==> config.mk <==
export PLATFORM = sky130hd
export DESIGN_NAME = adfc_top
export DESIGN_NICKNAME = d
export VERILOG_FILES = /design/src/common/adfc_pkg.sv /design/src/hw/adfc_top.sv /design/src/hw/adfc_result_fmt.sv
export SDC_FILE = /design/constraint.sdc
export NUM_CORES = 1
export LEC_CHECK = 0
export ABC_AREA = 1
export BUFFER_PORTS_ARGS = -buffer_cell sky130_fd_sc_hd__buf_4
export CORE_ASPECT_RATIO = 1.5
export CORE_MARGIN = 3
export CORE_UTILIZATION = 55
export DETAILED_ROUTE_END_ITERATION = 10
export GPL_ROUTABILITY_DRIVEN = 0
export PLACE_DENSITY_LB_ADDON = 0.05
export SLEW_MARGIN = 30
export SYNTH_ARGS = -nofsm -noshare
export SYNTH_HDL_FRONTEND = slang
export SYNTH_SLANG_ARGS = --single-unit
==> constraint.sdc <==
create_clock -name clock_i -period 5.1 [get_ports clock_i]
set_input_delay 0.255 -clock clock_i [delete_from_list [all_inputs] [get_ports clock_i]]
set_output_delay 0.255 -clock clock_i [all_outputs]
set_load 0.01 [all_outputs]
==> src/common/adfc_pkg.sv <==
// package of constants for the converter function control block
package adfc_pkg;
	// register byte offsets
	localparam logic [7:0] ADFC_OFS_CTRL_ONE   = 8'h00;
	localparam logic [7:0] ADFC_OFS_CTRL_TWO   = 8'h04;
	localparam logic [7:0] ADFC_OFS_CTRL_THREE = 8'h08;
	localparam logic [7:0] ADFC_OFS_STATUS     = 8'h0c;
	localparam logic [7:0] ADFC_OFS_RESULT     = 8'h20;
	// control one fields
	localparam int ADFC_B_CHAN     = 0;
	localparam int ADFC_W_CHAN     = 3;
	localparam int ADFC_B_TRIG     = 5;
	localparam int ADFC_B_START    = 6;
	// control two fields
	localparam int ADFC_B_BITS     = 3;
	localparam int ADFC_B_LADDER   = 5;
	localparam int ADFC_B_OPA      = 6;
	// control three fields
	localparam int ADFC_B_SMP      = 0;
	// amplifier path select encodings
	localparam logic [1:0] ADFC_OPA_OFF  = 2'h0;
	localparam logic [1:0] ADFC_OPA_EX0  = 2'h1;
	localparam logic [1:0] ADFC_OPA_EX1  = 2'h2;
	localparam logic [1:0] ADFC_OPA_AMP  = 2'h3;
	// conversion cycle counts
	localparam logic [5:0] ADFC_CYC_SH8   = 6'h1c;
	localparam logic [5:0] ADFC_CYC_SH10  = 6'h21;
	localparam logic [5:0] ADFC_CYC_NS8   = 6'h31;
	localparam logic [5:0] ADFC_CYC_NS10  = 6'h3b;
	// result width and channel count
	localparam int ADFC_RES_W   = 10;
	localparam int ADFC_NCHAN   = 8;
	// ladder settle time in ns and cycles at 40 MHz
	localparam int ADFC_CLK_NS     = 25;
	localparam int ADFC_SETTLE_NS  = 1000;
	localparam int ADFC_SETTLE_CYC = (ADFC_SETTLE_NS + ADFC_CLK_NS - 1) / ADFC_CLK_NS;
	// axi responses
	localparam logic [1:0] ADFC_RESP_OK  = 2'h0;
	localparam logic [1:0] ADFC_RESP_ERR = 2'h2;
	// sequencer states
	typedef enum logic [1:0] {ADFC_IDLE, ADFC_ARM, ADFC_CONV} adfc_state_t;
endpackage

==> src/hw/adfc_top.sv <==
// converter function control with axi4-lite register slave
`timescale 1ns/10ps
module adfc_top
	import adfc_pkg::*;
(
	input  wire logic                  clock_i,            // 40 MHz clock
	input  wire logic                  rst_b_i,            // sync reset, active low
	input  wire logic [7:0]            s_axi_awaddr_i,     // write address
	input  wire logic                  s_axi_awvalid_i,    // write address valid
	output logic                       s_axi_awready_o,    // write address ready
	input  wire logic [31:0]           s_axi_wdata_i,      // write data
	input  wire logic [3:0]            s_axi_wstrb_i,      // write strobes
	input  wire logic                  s_axi_wvalid_i,     // write data valid
	output logic                       s_axi_wready_o,     // write data ready
	output logic [1:0]                 s_axi_bresp_o,      // write response
	output logic                       s_axi_bvalid_o,     // write response valid
	input  wire logic                  s_axi_bready_i,     // write response ready
	input  wire logic [7:0]            s_axi_araddr_i,     // read address
	input  wire logic                  s_axi_arvalid_i,    // read address valid
	output logic                       s_axi_arready_o,    // read address ready
	output logic [31:0]                s_axi_rdata_o,      // read data
	output logic [1:0]                 s_axi_rresp_o,      // read response
	output logic                       s_axi_rvalid_o,     // read data valid
	input  wire logic                  s_axi_rready_i,     // read data ready
	input  wire logic                  external_trigger_pin_i, // trigger input
	input  wire logic [ADFC_RES_W-1:0] adc_data_i,         // analog core result
	output logic [2:0]                 mux_sel_o,          // analog input select
	output logic                       sel_ex_return_o,    // convert return pin
	output logic                       extended_input_out_o,  // route input out
	output logic                       ladder_connect_o,   // ladder to reference
	output logic                       sample_o,           // sample strobe
	output logic                       busy_o              // conversion running
);
	// register state
	logic [7:0]  ctrl_one_q;     // channel, trigger, start
	logic [7:0]  ctrl_two_q;     // bits, ladder, path
	logic [7:0]  ctrl_three_q;   // sample-hold
	logic [ADFC_RES_W-1:0] raw_q [ADFC_NCHAN];  // raw per-channel results
	logic [7:0]  res_bits_q;     // resolution each result was taken at
	adfc_state_t state_q;        // sequencer state
	logic [5:0]  cyc_q;          // conversion cycle counter
	logic        trig_prev_q;    // last trigger pin level
	logic [5:0]  settle_q;       // ladder settle counter
	logic        conv_ex_q;      // current conversion on return pin
	logic [2:0]  dest_q;         // destination register

	// axi handshake state
	logic        aw_got_q;
	logic        w_got_q;
	logic [7:0]  aw_addr_q;
	logic [31:0] w_data_q;
	logic [3:0]  w_strb_q;

	// derived fields
	logic        bits_w;
	logic        smp_w;
	logic [1:0]  opa_w;
	logic        trig_w;
	logic        start_w;
	logic [2:0]  chan_w;
	logic [5:0]  conv_len_w;
	logic        fall_w;
	logic        wr_fire_w;
	logic [31:0] rd_word_w;
	logic [31:0] fmt_w;
	logic [ADFC_RES_W-1:0] rd_raw_w;
	logic        rd_bits_w;

	assign bits_w  = ctrl_two_q[ADFC_B_BITS];
	assign opa_w   = ctrl_two_q[ADFC_B_OPA +: 2];
	assign smp_w   = ctrl_three_q[ADFC_B_SMP];
	assign trig_w  = ctrl_one_q[ADFC_B_TRIG];
	assign start_w = ctrl_one_q[ADFC_B_START];
	assign chan_w  = ctrl_one_q[ADFC_B_CHAN +: ADFC_W_CHAN];
	assign fall_w  = trig_prev_q & ~external_trigger_pin_i;

	// length of one pin conversion, from sample-hold and resolution, same on every path
	function automatic logic [5:0] conv_len(input logic sample_hold_enable, input logic bits);
		if (sample_hold_enable) begin
			conv_len = bits ? ADFC_CYC_SH10 : ADFC_CYC_SH8;
		end else begin
			conv_len = bits ? ADFC_CYC_NS10 : ADFC_CYC_NS8;
		end
	endfunction
	assign conv_len_w = conv_len(smp_w, bits_w);

	// byte-lane merge for a write
	function automatic logic [7:0] merge(input logic [7:0] old, input logic [31:0] d,
		input logic [3:0] s);
		merge = s[0] ? d[7:0] : old;
	endfunction

	// write address and data are accepted independently
	assign wr_fire_w  = aw_got_q & w_got_q & ~s_axi_bvalid_o;

	// write channel capture
	always_ff @(posedge clock_i) begin
		if (!rst_b_i) begin
			aw_got_q        <= 1'b0;
			w_got_q         <= 1'b0;
			aw_addr_q       <= 8'h00;
			w_data_q        <= 32'h0000_0000;
			w_strb_q        <= 4'h0;
			s_axi_awready_o <= 1'b1;
			s_axi_wready_o  <= 1'b1;
		end else begin
			if (s_axi_awvalid_i && s_axi_awready_o) begin  // address taken
				aw_got_q        <= 1'b1;
				aw_addr_q       <= s_axi_awaddr_i;
				s_axi_awready_o <= 1'b0;
			end
			if (s_axi_wvalid_i && s_axi_wready_o) begin    // data taken
				w_got_q        <= 1'b1;
				w_data_q       <= s_axi_wdata_i;
				w_strb_q       <= s_axi_wstrb_i;
				s_axi_wready_o <= 1'b0;
			end
			if (s_axi_bvalid_o && s_axi_bready_i) begin    // reopen after response
				aw_got_q        <= 1'b0;
				w_got_q         <= 1'b0;
				s_axi_awready_o <= 1'b1;
				s_axi_wready_o  <= 1'b1;
			end
		end
	end

	// write response, unmapped addresses answer slave error
	always_ff @(posedge clock_i) begin
		if (!rst_b_i) begin
			s_axi_bvalid_o <= 1'b0;
			s_axi_bresp_o  <= ADFC_RESP_OK;
		end else if (wr_fire_w) begin
			s_axi_bvalid_o <= 1'b1;
			s_axi_bresp_o  <= (aw_addr_q == ADFC_OFS_CTRL_ONE ||
				aw_addr_q == ADFC_OFS_CTRL_TWO || aw_addr_q == ADFC_OFS_CTRL_THREE)
				? ADFC_RESP_OK : ADFC_RESP_ERR;
		end else if (s_axi_bready_i) begin
			s_axi_bvalid_o <= 1'b0;
		end
	end

	// control registers; hardware clears start in one-shot use is not modelled
	always_ff @(posedge clock_i) begin
		if (!rst_b_i) begin
			ctrl_one_q   <= 8'h00;
			ctrl_two_q   <= 8'h00;
			ctrl_three_q <= 8'h00;
		end else if (wr_fire_w) begin
			case (aw_addr_q)
				ADFC_OFS_CTRL_ONE:   ctrl_one_q   <= merge(ctrl_one_q, w_data_q, w_strb_q);
				ADFC_OFS_CTRL_TWO:   ctrl_two_q   <= merge(ctrl_two_q, w_data_q, w_strb_q);
				ADFC_OFS_CTRL_THREE: ctrl_three_q <= merge(ctrl_three_q, w_data_q, w_strb_q);
				default: begin
				end
			endcase
		end
	end

	// ladder settle counter; start before it expires still proceeds,
	// software owns the wait, the counter is only shown in status
	always_ff @(posedge clock_i) begin
		if (!rst_b_i) begin
			settle_q <= 6'h00;
		end else if (!ladder_connect_o) begin
			settle_q <= 6'(ADFC_SETTLE_CYC);
		end else if (settle_q != 6'h00) begin
			settle_q <= settle_q - 6'h01;
		end
	end

	// trigger pin history for falling edge detect
	always_ff @(posedge clock_i) begin
		if (!rst_b_i) begin
			trig_prev_q <= 1'b1;
		end else begin
			trig_prev_q <= external_trigger_pin_i;
		end
	end

	// sequencer: arm on start flag, wait trigger, count conversion
	always_ff @(posedge clock_i) begin
		if (!rst_b_i) begin
			state_q   <= ADFC_IDLE;
			cyc_q     <= 6'h00;
			conv_ex_q <= 1'b0;
			dest_q    <= 3'h0;
			sample_o  <= 1'b0;
		end else begin
			sample_o <= 1'b0;
			case (state_q)
				ADFC_IDLE: begin
					if (start_w && ladder_connect_o) begin
						state_q <= ADFC_ARM;
					end
				end
				ADFC_ARM: begin
					if (!start_w) begin
						state_q <= ADFC_IDLE;
					end else if (!trig_w || fall_w) begin
						state_q <= ADFC_CONV;
						cyc_q   <= conv_len_w - 6'h01;
						sample_o <= 1'b1;
						// extended pins chosen from the path field on leaving arm: every conversion with pin trigger, only the first of a run without
						case (opa_w)
							ADFC_OPA_EX0: begin
								conv_ex_q <= 1'b0;
								dest_q    <= 3'h0;
							end
							ADFC_OPA_EX1: begin
								conv_ex_q <= 1'b1;
								dest_q    <= 3'h1;
							end
							ADFC_OPA_AMP: begin
								conv_ex_q <= 1'b1;
								dest_q    <= chan_w;
							end
							default: begin
								conv_ex_q <= 1'b0;
								dest_q    <= chan_w;
							end
						endcase
					end
				end
				ADFC_CONV: begin
					if (!start_w) begin                          // stop on flag clear
						state_q <= ADFC_IDLE;
					end else if (cyc_q == 6'h00) begin
						state_q <= trig_w ? ADFC_ARM : ADFC_CONV;
						cyc_q   <= conv_len_w - 6'h01;
						sample_o <= ~trig_w;
					end else begin
						cyc_q <= cyc_q - 6'h01;
					end
				end
				default: state_q <= ADFC_IDLE;
			endcase
		end
	end

	// result capture at the end of each conversion, with its resolution
	always_ff @(posedge clock_i) begin
		if (!rst_b_i) begin
			for (int i = 0; i < ADFC_NCHAN; i++) begin
				raw_q[i] <= '0;
			end
			res_bits_q <= 8'h00;
		end else if (state_q == ADFC_CONV && start_w && cyc_q == 6'h00) begin
			raw_q[dest_q]      <= adc_data_i;
			res_bits_q[dest_q] <= bits_w;
		end
	end

	// analog routing outputs registered
	always_ff @(posedge clock_i) begin
		if (!rst_b_i) begin
			mux_sel_o            <= 3'h0;
			sel_ex_return_o      <= 1'b0;
			extended_input_out_o <= 1'b0;
			ladder_connect_o     <= 1'b0;
			busy_o               <= 1'b0;
		end else begin
			mux_sel_o            <= chan_w;
			sel_ex_return_o      <= conv_ex_q;
			extended_input_out_o <= (opa_w == ADFC_OPA_AMP);
			ladder_connect_o     <= ctrl_two_q[ADFC_B_LADDER];
			busy_o               <= (state_q == ADFC_CONV);
		end
	end

	// read path: pick raw result, format by its resolution
	assign rd_raw_w  = raw_q[s_axi_araddr_i[4:2]];
	assign rd_bits_w = res_bits_q[s_axi_araddr_i[4:2]];

	adfc_result_fmt u_fmt (
		.raw_i  (rd_raw_w),
		.bits_i (rd_bits_w),
		.word_o (fmt_w)
	);

	// read decode
	always_comb begin
		rd_word_w = 32'h0000_0000;
		case (s_axi_araddr_i)
			ADFC_OFS_CTRL_ONE:   rd_word_w[7:0] = ctrl_one_q;
			ADFC_OFS_CTRL_TWO:   rd_word_w[7:0] = ctrl_two_q;
			ADFC_OFS_CTRL_THREE: rd_word_w[7:0] = ctrl_three_q;
			ADFC_OFS_STATUS:     rd_word_w[7:0] = {busy_o, (settle_q == 6'h00),
				4'h0, state_q};
			default: begin
				if (s_axi_araddr_i[7:5] == ADFC_OFS_RESULT[7:5] &&
					s_axi_araddr_i[1:0] == 2'h0) begin
					rd_word_w = fmt_w;
				end
			end
		endcase
	end

	// read channel: one-cycle answer
	always_ff @(posedge clock_i) begin
		if (!rst_b_i) begin
			s_axi_arready_o <= 1'b1;
			s_axi_rvalid_o  <= 1'b0;
			s_axi_rdata_o   <= 32'h0000_0000;
			s_axi_rresp_o   <= ADFC_RESP_OK;
		end else if (s_axi_arvalid_i && s_axi_arready_o) begin
			s_axi_arready_o <= 1'b0;
			s_axi_rvalid_o  <= 1'b1;
			s_axi_rdata_o   <= rd_word_w;
			s_axi_rresp_o   <= (s_axi_araddr_i[1:0] != 2'h0 ||
				(s_axi_araddr_i > ADFC_OFS_STATUS && s_axi_araddr_i[7:5] !=
				ADFC_OFS_RESULT[7:5])) ? ADFC_RESP_ERR : ADFC_RESP_OK;
		end else if (s_axi_rvalid_o && s_axi_rready_i) begin
			s_axi_rvalid_o  <= 1'b0;
			s_axi_arready_o <= 1'b1;
		end
	end
endmodule // adfc_top

==> src/hw/adfc_result_fmt.sv <==
// result placement by resolution into a 32-bit register word
`timescale 1ns/10ps
module adfc_result_fmt
	import adfc_pkg::*;
(
	input  wire logic [ADFC_RES_W-1:0] raw_i,   // raw ten-bit sample
	input  wire logic                  bits_i,  // 1: ten-bit placement
	output logic      [31:0]           word_o   // formatted word
);
	// eight-bit mode keeps the top eight of ten, upper bits zero
	always_comb begin
		word_o = 32'h0000_0000;
		if (bits_i) begin
			word_o[ADFC_RES_W-1:0] = raw_i;
		end else begin
			word_o[7:0] = raw_i[ADFC_RES_W-1:2];
		end
	end
endmodule // adfc_result_fmt

# ---- Word level (Yosys, flattened, before mapping)
# Memory sizes are Yosys's and may differ from the RTL's.
# Cells that the tools add are included.
dict set report word_totals {
  ff_bits 119
  ram_bits 80
  inputBits 70
  output_inout_bits 49
  elab_cells 151
  mem_count 1
}
dict set report classes {
  add_sub_neg 3
  n_lt_le_gt_ge 4
  eq_ne 19
  mux 49
  n_bitwise 7
  reduce_logical 38
}
# name depth width read_ports rd_clocked_by_memory_dff wr line_no
set memory_table {}
lappend memory_table {raw_q 8 10 1 0 8 adfc_top.sv:38} ;# logic [ADFC_RES_W-1:0] raw_q [ADFC_NCHAN];
# op count
set ops {}
lappend ops {{6-bit 2-to-1 mux} 8}
lappend ops {{8-bit case mux with 4 select lines} 1}
lappend ops {{8-bit by 4-bit equality test with 1-bit output, second input constant} 3}
lappend ops {{24-bit 2-to-1 mux} 1}
lappend ops {{10-bit 2-to-1 mux} 2}
lappend ops {{1-bit 2-to-1 mux} 18}
lappend ops {{2-bit 2-to-1 mux} 9}
lappend ops {{6-bit by 1-bit subtractor with 6-bit output, second input constant} 3}
lappend ops {{8-bit by 3-bit equality test with 1-bit output, second input constant} 2}
lappend ops {{8-bit logical NOT} 2}
lappend ops {{3-bit AND reduction} 5}
lappend ops {{6-bit logical NOT} 2}
lappend ops {{6-bit case mux with 2 select lines} 1}
lappend ops {{1-bit logical AND} 11}
lappend ops {{10-bit OR reduction} 1}
lappend ops {{8-bit bitwise mux} 1}
lappend ops {{8-bit by 4-bit greater-than comparator with 1-bit output, second input constant} 1}
lappend ops {{3-bit by 4-bit less-than comparator with 1-bit output, second input constant} 2}
lappend ops {{8-bit 2-to-1 mux} 1}
lappend ops {{2-bit inequality test, second input constant} 4}
lappend ops {{2-bit nonzero test} 4}
lappend ops {{2-bit equality test, second input constant} 3}
lappend ops {{2-bit case mux with 3 select lines} 1}
lappend ops {{3-bit case mux with 2 select lines} 1}
lappend ops {{22 further kinds} 33}

# ---- Longest topological paths before layout
# Gate-level depths: netlist (run 1).
dict set report depth {
  word_depth 8
  depth_mapped 13
  ltp_nobuf 11
}

# ---- Modules after synthesis
# Synthesis (run 1) repeated with hierarchy kept, for this count alone.
dict set report hier_totals {
  hier_cells 1048
  area_unflattened_um2 8707.1
}
# mod n_inst cells_per_inst area_per_inst_um2 seq_area_each_um2
set modules_own_cells {}
lappend modules_own_cells {adfc_top 1 995 8421.8 4744.6}
lappend modules_own_cells {adfc_result_fmt 1 53 285.3 0.0}

# ---- Worst setup path before layout (run 1)
# OpenSTA, ideal clock, no wires.
dict set report synth_path {
  path_type {flip-flop to flip-flop}
  from {register cyc_q[0]}
  to {memory raw_q[5][0] (enable)}
  setup_ns 0.340
  arrival_ns 1.618
  required_ns 4.760
  slack_ns 3.142
  path_stages_with_launch 9
  n_path_buf 1
  period_less_slack_ns 1.958
  cell_sequence {dfxtp_1 > inv_1 > ha_1 > nor3b_4 > nand3_4 > nor2_4 > nand3_2 > buf_6 > nand2_1}
}
# item line_no
set synth_rtl {}
lappend synth_rtl {{from (decl)} adfc_top.sv:41} ;# logic [5:0] cyc_q;
lappend synth_rtl {{from (signal assigned)} adfc_top.sv:201} ;# cyc_q <= conv_len_w - 6'h01;
lappend synth_rtl {{from (signal assigned)} adfc_top.sv:229} ;# cyc_q <= conv_len_w - 6'h01;
lappend synth_rtl {{from (signal assigned)} adfc_top.sv:232} ;# cyc_q <= cyc_q - 6'h01;
lappend synth_rtl {{to (decl)} adfc_top.sv:38}

==> impl_metrics.env, run 1 <==
export IMPL_vias=6468
export IMPL_dpl_hpwl_microns=14300
export IMPL_pin_count=119
export IMPL_ys_warn_count=0
export IMPL_cts_tree="done"
export IMPL_max_freq_ghz=0.408
export IMPL_synthTopCellsByArea="edfxtp_1 29%, dfxtp_1 23%, nand2_1 12%, nor2_1 7.9%, inv_1 3.6%"
export IMPL_worstSetupPathType="reg2reg"
export IMPL_ys_seq_area_share_pct=52.2
export IMPL_cts_root_buf="clkbuf_16"
export IMPL_netlist_instances=1003
export IMPL_antenna_found_initial=0
export IMPL_worst_setup_path_end_kind="flip-flop"
export IMPL_via_per_inst=5.12
export IMPL_finalSetupViolCount=0
export IMPL_drt_pass1_iter_count=5
export IMPL_cp_data_arrival_time_ns=2.52
export IMPL_synth_cell_types=44
export IMPL_wl_microns=20200
export IMPL_finalSetupTns_ns=0
export IMPL_drcViolationCount=0
export IMPL_yosysTopAreaCell="edfxtp_1"
export IMPL_htree_levels=4
export IMPL_clock_path_buffers=2
export IMPL_grt_pass1_wl_microns=32100
export IMPL_postRouteAntennaNets=0
export IMPL_layout_nets=1135
export IMPL_fin_crit_ns=2.45
export IMPL_powerDensity_mw_per_mm2=343
export IMPL_dp_slack_ns=2.66
export IMPL_worstPathRequired_ns=5.17
export IMPL_die_h_microns=156
export IMPL_grt_max_degree=71
export IMPL_drive_above_1_share_pct=12.9
export IMPL_setup_ws_ns=2.65
export IMPL_grt_pass1_vias=6295
export IMPL_wl_per_cell_microns=16.0
export IMPL_die_w_microns=106
export IMPL_cp_start_kind="flip-flop"
export IMPL_grtUsageTotal_pct=25.2
export IMPL_drv_cap=0
export IMPL_hold_viol=0
export IMPL_rows=54
export IMPL_drt_iter0_drc=344
export IMPL_io_buffers=67
export IMPL_grt_overflow_total=0
export IMPL_tightestPinTransition_ns=0.667
export IMPL_initial_core_util_pct=56.5
export IMPL_netlist_area_sq_mm=0.00824
export IMPL_syn2layout_area_growth_pct=12.5
export IMPL_rsz0062_at_grt="false"
export IMPL_drv_slew=0
export IMPL_cts_resized=0
export IMPL_diodes=0
export IMPL_fp_dieArea_sq_mm=0.0165
export IMPL_clock_skew_ns=0.0122
export IMPL_worstPathMaxFanout=13
export IMPL_status="finished, final reports clean"
export IMPL_vdd_drop_max_mv=0.222
export IMPL_numCtsBuffers=17
export IMPL_numClockSinks=175
export IMPL_instances_no_fill=1263
export IMPL_ys_ff_latch=175
export IMPL_fin_crit_sh_pct=48.1
export IMPL_coreArea_sq_mm=0.0146
export IMPL_hold_buffers=0
export IMPL_avgSynthCellArea_sq_um=8.22
export IMPL_path_clk_slew_ns=0.07
export IMPL_synth_top_area_share_pct=29.2
export IMPL_fillCellCount=1334
export IMPL_clk_latency_ns=0.43
export IMPL_leakagePower_nw=4.09
export IMPL_placed_cells=1231
export IMPL_slew_headroom_pct=55.5
export IMPL_power_mw=3.18
export IMPL_min_path_type="in2reg"
export IMPL_cts_setup_buffers=0
-- layout make-up --
| type | instances | area [sq um] | area share (%) |
|---|---|---|---|
| clock inverter | 14 | 179 | 1.93 |
| sequential | 175 | 4300 | 46.4 |
| clock buffer | 18 | 429 | 4.63 |
| inverter | 85 | 324 | 3.50 |
| multi-input combinational | 707 | 3270 | 35.3 |
| tap | 196 | 245 | 2.65 |
| timing repair buffer | 68 | 510 | 5.51 |
-- critical path, cell delays in order (launching register included) --
cell	delay, ns
dfxtp_1	0.34
inv_1	0.11
ha_1	0.24
nand2_1	0.10
inv_1	0.18
nand3_4	0.15
nor2_4	0.16
nand3_2	0.29
nand2_1	0.50
-- path summary, 6_finish.rpt --
path / start / slack (ns) / end / cells after the start
setup reg to reg: state_q[0] / 2.65 / raw_q[5][0] / 8
hold reg to reg: conv_ex_q / 0.43 / sel_ex_return_o / 2
setup / recovery: state_q[0] / 2.65 / raw_q[5][0] / 8
hold / removal: external_trigger_pin_i / 0.02 / trig_prev_q / 3
-- cells in the mapped netlist, drive strengths merged --
cell type / n
a211oi: 2
a21oi: 56
a22oi: 1
a31oi: 1
buf: 45
clkbuf: 14
clkinv: 2
conb: 1
dfxtp: 95
edfxtp: 80
ha: 11
inv: 83
mux2i: 2
nand2: 282
nand3: 47
nand4: 17
nor2: 185
nor3: 3
nor3b: 1
o2111ai: 1
o211a: 1
o211ai: 3
o21ai: 59
o22ai: 6
or2: 1
or3b: 1
xnor2: 2
xor2: 1
-- metal layers --
layer,up-vias,wire length [microns],GRT usage [%]
li1,3293,-,-
met1,2978,7650,27.3
met2,151,11100,48.1
met3,46,718,3.48
met4,0,798,11.9
met5,-,0,0
-- kinds of logic (layout without fill, tap and decap cells) --
group / Yosys count / in the layout / synth area share [%]
muxes: 2 / 2 / 0.243
xor gates and xnor gates: 3 / 3 / 0.319
DFF: 175 / 175 / 52.2
other: 1 / 24 / 0.0455
buffers and inverters: 144 / 185 / 9.08
adders and majority gates: 11 / 11 / 1.67
AOI/OAI and AO/OA: 130 / 130 / 8.43
and+or+nand+nor: 537 / 537 / 28.0
-- state kept, by name, indices dropped and copies added, names as in the netlist, 2 cells and up --
signal and flops:
raw_q 80, s_axi_rdata_o 10, aw_addr_q 8, ctrl_one_q 8, ctrl_three_q 8, ctrl_two_q 8
res_bits_q 8, w_data_q 8, cyc_q 6, settle_q 6, dest_q 3, mux_sel_o 3
state_q 2
-- cells in the final DEF, fill, tap and decap left out, types with 11 or more instances in the layout --
| cell | Yosys | layout |
|---|---|---|
| dfxtp_1 | 95 | 95 |
| nand2_1 | 272 | 272 |
| conb_1 | 1 | 24 |
| inv_1 | 79 | 79 |
| clkbuf_16 | 0 | 17 |
| nand4_1 | 17 | 17 |
| edfxtp_1 | 80 | 80 |
| a21oi_1 | 55 | 55 |
| nor2_1 | 174 | 174 |
| nand3_1 | 38 | 38 |
| buf_4 | 27 | 68 |
| o21ai_0 | 53 | 53 |
| ha_1 | 11 | 11 |
-- power breakdown --
group          switching, mW  total (mW)  leakage [nW]  internal [mW]
combinational          0.193       0.287          2.20         0.0933
sequential            0.0306        1.55          1.60           1.52
clock                  0.563        1.34         0.290          0.780
total                  0.787        3.18          4.09           2.39
-- through the flow --
stage,hold slack [ns],util (%),instance area [sq um]
after CTS,0.0182,63.5,9270
after global routing,0.0285,63.5,9270
after floorplan,0.352,-,8330
final,0.0202,63.5,9270
after detailed placement,0.430,59.3,8660
after global placement,0.415,59.3,8660
(Power assumes the default switching activity.)
==> run 2, diff against run 1 <==
--- a/config.mk
+++ b/config.mk
@@ -5,11 +5,11 @@
 export SDC_FILE = /design/constraint.sdc
 export NUM_CORES = 1
 export LEC_CHECK = 0
-export ABC_AREA = 1
+export ABC_AREA = 0
 export BUFFER_PORTS_ARGS = -buffer_cell sky130_fd_sc_hd__buf_4
 export CORE_ASPECT_RATIO = 1.5
 export CORE_MARGIN = 3
-export CORE_UTILIZATION = 55
+export CORE_UTILIZATION = 52
 export DETAILED_ROUTE_END_ITERATION = 10
 export GPL_ROUTABILITY_DRIVEN = 0
 export PLACE_DENSITY_LB_ADDON = 0.05
==> constraint.sdc (replaced) <==
create_clock -name clock_i -period 2 [get_ports clock_i]
set_input_delay 0.1 -clock clock_i [delete_from_list [all_inputs] [get_ports clock_i]]
set_output_delay 0.1 -clock clock_i [all_outputs]
set_load 0.01 [all_outputs]
==> run 2 against run 1 <==
Against the previous run: synthesized area shrank 2.7%; synthesized cell count shrank 27%; non-clock buffer count grew 67; clock skew shrank 0.0034 ns; largest cell class unchanged; clock power grew to 2.5 times the previous value; clock-buffer cell count grew 1; flip-flop and latch count is the same; maximum frequency grew 24%.
==> impl_metrics.env, run 2 <==
export IMPL_fin_crit_ns=1.97
export IMPL_hold_viol=0
export IMPL_layout_nets=933
export IMPL_worstSetupPathType="reg2reg"
export IMPL_postRouteAntennaNets=0
export IMPL_drt_pass1_iter_count=5
export IMPL_yosysTopAreaCell="edfxtp_1"
export IMPL_worstPathMaxFanout=4
export IMPL_numCtsBuffers=17
export IMPL_cp_data_arrival_time_ns=2.33
export IMPL_drv_slew=0
export IMPL_powerDensity_mw_per_mm2=798
export IMPL_largest_reg_flops=80
export IMPL_wl_microns=19400
export IMPL_antenna_found_initial=0
export IMPL_htree_levels=4
export IMPL_coreArea_sq_mm=0.0151
export IMPL_vias=5796
export IMPL_grtUsageTotal_pct=23.3
export IMPL_leakagePower_nw=3.93
export IMPL_pin_count=119
export IMPL_status="finished, final reports clean"
export IMPL_layout_commonest_cell="buf_4"
export IMPL_fillCellCount=1170
export IMPL_cts_tree="done"
export IMPL_drive_above_1_share_pct=22.9
export IMPL_grt_overflow_total=0
export IMPL_synth_cell_types=56
export IMPL_cts_root_buf="clkbuf_16"
export IMPL_grt_pass1_wl_microns=30000
export IMPL_synth_most_common_cell="dfxtp_1"
export IMPL_drcViolationCount=0
export IMPL_wl_per_cell_microns=18.3
export IMPL_fp_dieArea_sq_mm=0.0170
export IMPL_dp_slack_ns=-0.0181
export IMPL_worstPathRequired_ns=2.36
export IMPL_numClockSinks=175
export IMPL_diodes=0
export IMPL_ys_seq_area_share_pct=53.7
export IMPL_initial_core_util_pct=53.2
export IMPL_die_h_microns=158
export IMPL_avgSynthCellArea_sq_um=10.9
export IMPL_rows=55
export IMPL_path_clk_slew_ns=0.07
export IMPL_clk_latency_ns=0.42
export IMPL_drv_cap=0
export IMPL_rsz0062_at_grt="true"
export IMPL_clock_path_buffers=2
export IMPL_grt_max_degree=58
export IMPL_synth_top_area_share_pct=30.0
export IMPL_io_buffers=67
export IMPL_vdd_drop_max_mv=0.586
export IMPL_syn2layout_area_growth_pct=22.5
export IMPL_synth_common_cells="95 x dfxtp_1, 89 x and2_1, 80 x edfxtp_1, 70 x nand2_1, 53 x nor2_1"
export IMPL_min_path_type="in2reg"
export IMPL_synth_flop_cell="dfxtp_1"
export IMPL_max_freq_ghz=0.507
export IMPL_netlist_area_sq_mm=0.00802
export IMPL_synthTopCellsByArea="edfxtp_1 30%, dfxtp_1 24%, and2_1 6.9%, mux4_2 6.5%, mux2i_1 4.7%"
export IMPL_synthArstFlopShare_pct=0
export IMPL_max_flop_register="raw_q"
export IMPL_setup_ws_ns=0.0285
export IMPL_fin_crit_sh_pct=98.6
export IMPL_ys_ff_latch=175
export IMPL_reg_largest_list="raw_q x80, s_axi_rdata_o x10"
export IMPL_netlist_instances=733
export IMPL_drt_iter0_drc=270
export IMPL_dpl_hpwl_microns=13400
export IMPL_layout_common_cells="107 x buf_4, 94 x dfxtp_1, 89 x and2_1"
export IMPL_finalSetupViolCount=0
export IMPL_grt_pass1_vias=5901
export IMPL_cp_start_kind="flip-flop"
export IMPL_via_per_inst=5.45
export IMPL_slew_headroom_pct=60.6
export IMPL_ys_warn_count=0
export IMPL_tightestPinTransition_ns=0.591
export IMPL_clock_skew_ns=0.00877
export IMPL_synth_edff_count=80
export IMPL_placed_cells=1002
export IMPL_worst_setup_path_end_kind="flip-flop"
export IMPL_die_w_microns=107
export IMPL_instances_no_fill=1064
## run 2: path summary, 6_finish.rpt
check | startpoint | to | cells past startpoint | slack (ns)
worst max-delay path | cyc_q[0] | state_q[1] | 8 | 0.03
worst min register to register | conv_ex_q | sel_ex_return_o | 1 | 0.46
worst max register to register | cyc_q[0] | state_q[1] | 8 | 0.03
worst min-delay path | adc_data_i[8] | raw_q[5][8] | 2 | 0.02
## run 2: power breakdown
group | internal [mW] | leakage, nW | switching [mW] | total (mW)
registers | 3.83 | 1.60 | 0.0535 | 3.88
clock network | 2.00 | 0.289 | 1.37 | 3.37
logic | 0.263 | 2.04 | 0.322 | 0.586
## run 2: logic make-up after synthesis
| family | Yosys count | synth area share, % |
|---|---|---|
| xor+xnor | 2 | 0.219 |
| compound gates | 120 | 8.68 |
| fa+ha+maj | 11 | 1.72 |
| other cells | 1 | 0.0468 |
| flops | 175 | 53.7 |
| simple gates | 287 | 18.9 |
| mux | 63 | 11.5 |
| buf+inv | 74 | 5.24 |
## run 2: metrics by stage
| stage | area (sq um) | total power [mW] | utilization [%] | hold WS [ns] | setup TNS, ns |
|---|---|---|---|---|---|
| after floorplan | 8120 | 4.29 | - | 0.200 | -9.28 |
| after global placement | 8840 | 4.49 | 58.7 | 0.302 | 0 |
| after detailed placement | 8840 | 4.50 | 58.7 | 0.308 | -0.0365 |
| after CTS | 9680 | 7.89 | 64.2 | 0.00922 | -0.383 |
| after global routing | 9820 | 8.10 | 65.2 | 0.0150 | -0.148 |
| final | 9820 | 7.84 | 65.2 | 0.0161 | 0 |
## run 2: layer usage
| layer | GRT usage, % | wire [microns] |
|---|---|---|
| met4 | 11.2 | 806 |
| met1 | 24.0 | 7010 |
| met2 | 44.9 | 11000 |
| met3 | 4.28 | 654 |
| met5 | 0 | 0 |
## run 2: final cells by class
type | count | area (sq um) | share of cell area, %
tap | 199 | 249 | 2.53
multi-input combinational | 508 | 3500 | 35.6
clock inverter | 13 | 161 | 1.64
sequential | 175 | 4310 | 43.8
inverter | 15 | 56.3 | 0.573
clock buffer | 19 | 443 | 4.51
timing repair buffer | 135 | 1110 | 11.3
## run 2: worst max-delay path, cell delays in order, from the launching register on
cell      delay (ns)
dfxtp_2         0.33
inv_2           0.08
ha_4            0.14
or2b_4          0.28
buf_4           0.15
o21ai_4         0.16
a21boi_4        0.09
or4_4           0.54
a21oi_2         0.14
## run 2: timing repair
item,CTS,global route
pin swaps,0,6
setup buffers,0,4
setup endpoints to repair,32,152
hold endpoints to repair,22,0
cloned,0,3
gates resized for setup,1,26
hold buffers,23,0
==> run 3, diff against run 2 <==
--- a/config.mk
+++ b/config.mk
@@ -9,7 +9,7 @@
 export BUFFER_PORTS_ARGS = -buffer_cell sky130_fd_sc_hd__buf_4
 export CORE_ASPECT_RATIO = 1.5
 export CORE_MARGIN = 3
-export CORE_UTILIZATION = 52
+export CORE_UTILIZATION = 30
 export DETAILED_ROUTE_END_ITERATION = 10
 export GPL_ROUTABILITY_DRIVEN = 0
 export PLACE_DENSITY_LB_ADDON = 0.05
==> run 3 against run 2 <==
Against the previous run: hold slack worse by 0.0058 ns; flip-flop and latch count stayed put; worst setup slack better by 0.033 ns; first-iteration DRC count is 2.2% higher; utilization is 26 points lower; clock-buffer cell count is 1 higher; combinational power is 9.7% higher; register-to-register slack better by 0.03 ns; sequential share of layout area is 1.3 points lower; clock skew is 0.0036 ns higher.
==> impl_metrics.env, run 3 (synthesized netlist as in run 2, its figures left out) <==
export IMPL_syn2layout_area_growth_pct=26.2
export IMPL_critPathSlowestCell="or4_1"
export IMPL_cts_root_buf="clkbuf_16"
export IMPL_setup_ws_ns=0.0610
export IMPL_max_stage_delay_ns=0.51
export IMPL_numClockSinks=175
export IMPL_drt_pass1_iter_count=4
export IMPL_diodes=0
export IMPL_largest_reg_flops=80
export IMPL_numCtsBuffers=17
export IMPL_drcViolationCount=0
export IMPL_vdd_drop_max_mv=0.598
export IMPL_cp_start_kind="flip-flop"
export IMPL_power_mw=7.78
export IMPL_drive_above_1_share_pct=23.4
export IMPL_path_clk_slew_ns=0.07
export IMPL_die_w_microns=139
export IMPL_pin_count=119
export IMPL_worst_setup_path_end_kind="flip-flop"
export IMPL_via_per_inst=4.77
export IMPL_dpl_hpwl_microns=16000
export IMPL_max_flop_register="raw_q"
export IMPL_worstSetupPathType="reg2reg"
export IMPL_rows=72
export IMPL_placed_cells=1141
export IMPL_tightestPinTransition_ns=0.530
export IMPL_grt_pass1_vias=6151
export IMPL_clock_path_buffers=2
export IMPL_clk_latency_ns=0.43
export IMPL_grt_max_degree=75
export IMPL_dp_slack_ns=-0.0595
export IMPL_vias=5773
export IMPL_wl_per_cell_microns=18.5
export IMPL_max_freq_ghz=0.516
export IMPL_layout_commonest_cell="buf_4"
export IMPL_coreArea_sq_mm=0.0260
export IMPL_status="finished, final reports clean"
export IMPL_powerDensity_mw_per_mm2=769
export IMPL_reg_largest_list="raw_q x80, s_axi_rdata_o x10"
export IMPL_worstPathRequired_ns=2.35
export IMPL_drv_slew=0
export IMPL_fin_crit_sh_pct=96.9
export IMPL_grt_pass1_wl_microns=34900
export IMPL_fin_crit_ns=1.94
export IMPL_grt_overflow_total=0
export IMPL_hold_viol=0
export IMPL_die_h_microns=206
export IMPL_cp_data_arrival_time_ns=2.29
export IMPL_fp_dieArea_sq_mm=0.0288
export IMPL_leakagePower_nw=3.99
export IMPL_finalSetupViolCount=0
export IMPL_slew_headroom_pct=64.3
export IMPL_drt_iter0_drc=276
export IMPL_wl_microns=22400
export IMPL_postRouteAntennaNets=0
export IMPL_initial_core_util_pct=30.8
export IMPL_worstPathMaxFanout=5
export IMPL_instances_no_fill=1210
export IMPL_holdWs_ns=0.0103
export IMPL_drv_cap=0
export IMPL_grtUsageTotal_pct=15.8
export IMPL_htree_levels=4
export IMPL_min_path_type="in2reg"
export IMPL_finalSetupTns_ns=0
export IMPL_crit_chain="inv_2, ha_2, or2b_4, buf_4, o21ai_4, a21boi_2, or4_1, a21oi_1"
export IMPL_cts_tree="done"
export IMPL_antenna_found_initial=0
export IMPL_clock_skew_ns=0.0124
export IMPL_rsz0062_at_grt="true"
export IMPL_layout_nets=945
export IMPL_io_buffers=67
export IMPL_layout_common_cells="104 x buf_4, 94 x dfxtp_1, 89 x and2_1"
[run 3: path summary, 6_finish.rpt]
kind	from	slack, ns	end	cells after the start
setup / recovery	cyc_q[1]	0.06	state_q[1]	8
hold / removal	adc_data_i[4]	0.01	raw_q[3][4]	2
setup reg to reg	cyc_q[1]	0.06	state_q[1]	8
hold reg to reg	aw_addr_q[4]	0.46	aw_addr_q[4]	2
[run 3: area by class of cell]
class                           count  area, sq um
Fill cell                        2559        15900
Sequential cell                   175         4310
Multi-Input combinational cell    508         3500
Timing Repair Buffer              147         1270
Clock buffer                       20          467
Tap cell                          333          417
Clock inverter                     12          106
Inverter                           15         56.3
[run 3: worst max-delay path, delay by kind of cell, from the launching register on]
kind                       cells  cell delay, ns
adders and majority gates      1            0.18
AOI/OAI and AO/OA              3            0.37
buffers and inverters          2            0.20
DFF                            1            0.32
and+or+nand+nor                2            0.80
[run 3: metal layers]
metal	vias to the layer above	GRT usage (%)	share of wire, %
li1	2832	-	-
met1	2778	17.3	39
met2	123	29.7	55
met3	40	2.87	2.9
met4	0	7.13	3.9
met5	-	0	0
[run 3: timing repair]
item / 4_1_cts / 5_1_grt
hold endpoints to repair: 22 / 0
gates resized for setup: 2 / 31
setup buffers: 0 / 6
gates cloned: 0 / 2
setup endpoints to repair: 37 / 133
hold buffers: 29 / 0
pin swaps: 1 / 11
[run 3: per-stage QoR]
step / area, sq um / utilization (%)
6_report: 10100 / 38.9
4_1_cts: 9930 / 38.1
3_5_place_dp: 9060 / 34.8
3_3_place_gp: 9060 / 34.8
2_1_floorplan: 8120 / -
5_1_grt: 10100 / 38.9
[run 3: power breakdown]
group,switching (mW),leakage (nW),total (mW),internal [mW]
Sequential,0.0504,1.60,3.88,3.82
Combinational,0.352,2.10,0.643,0.291
Clock,1.44,0.289,3.27,1.82
Total,1.85,3.99,7.78,5.94
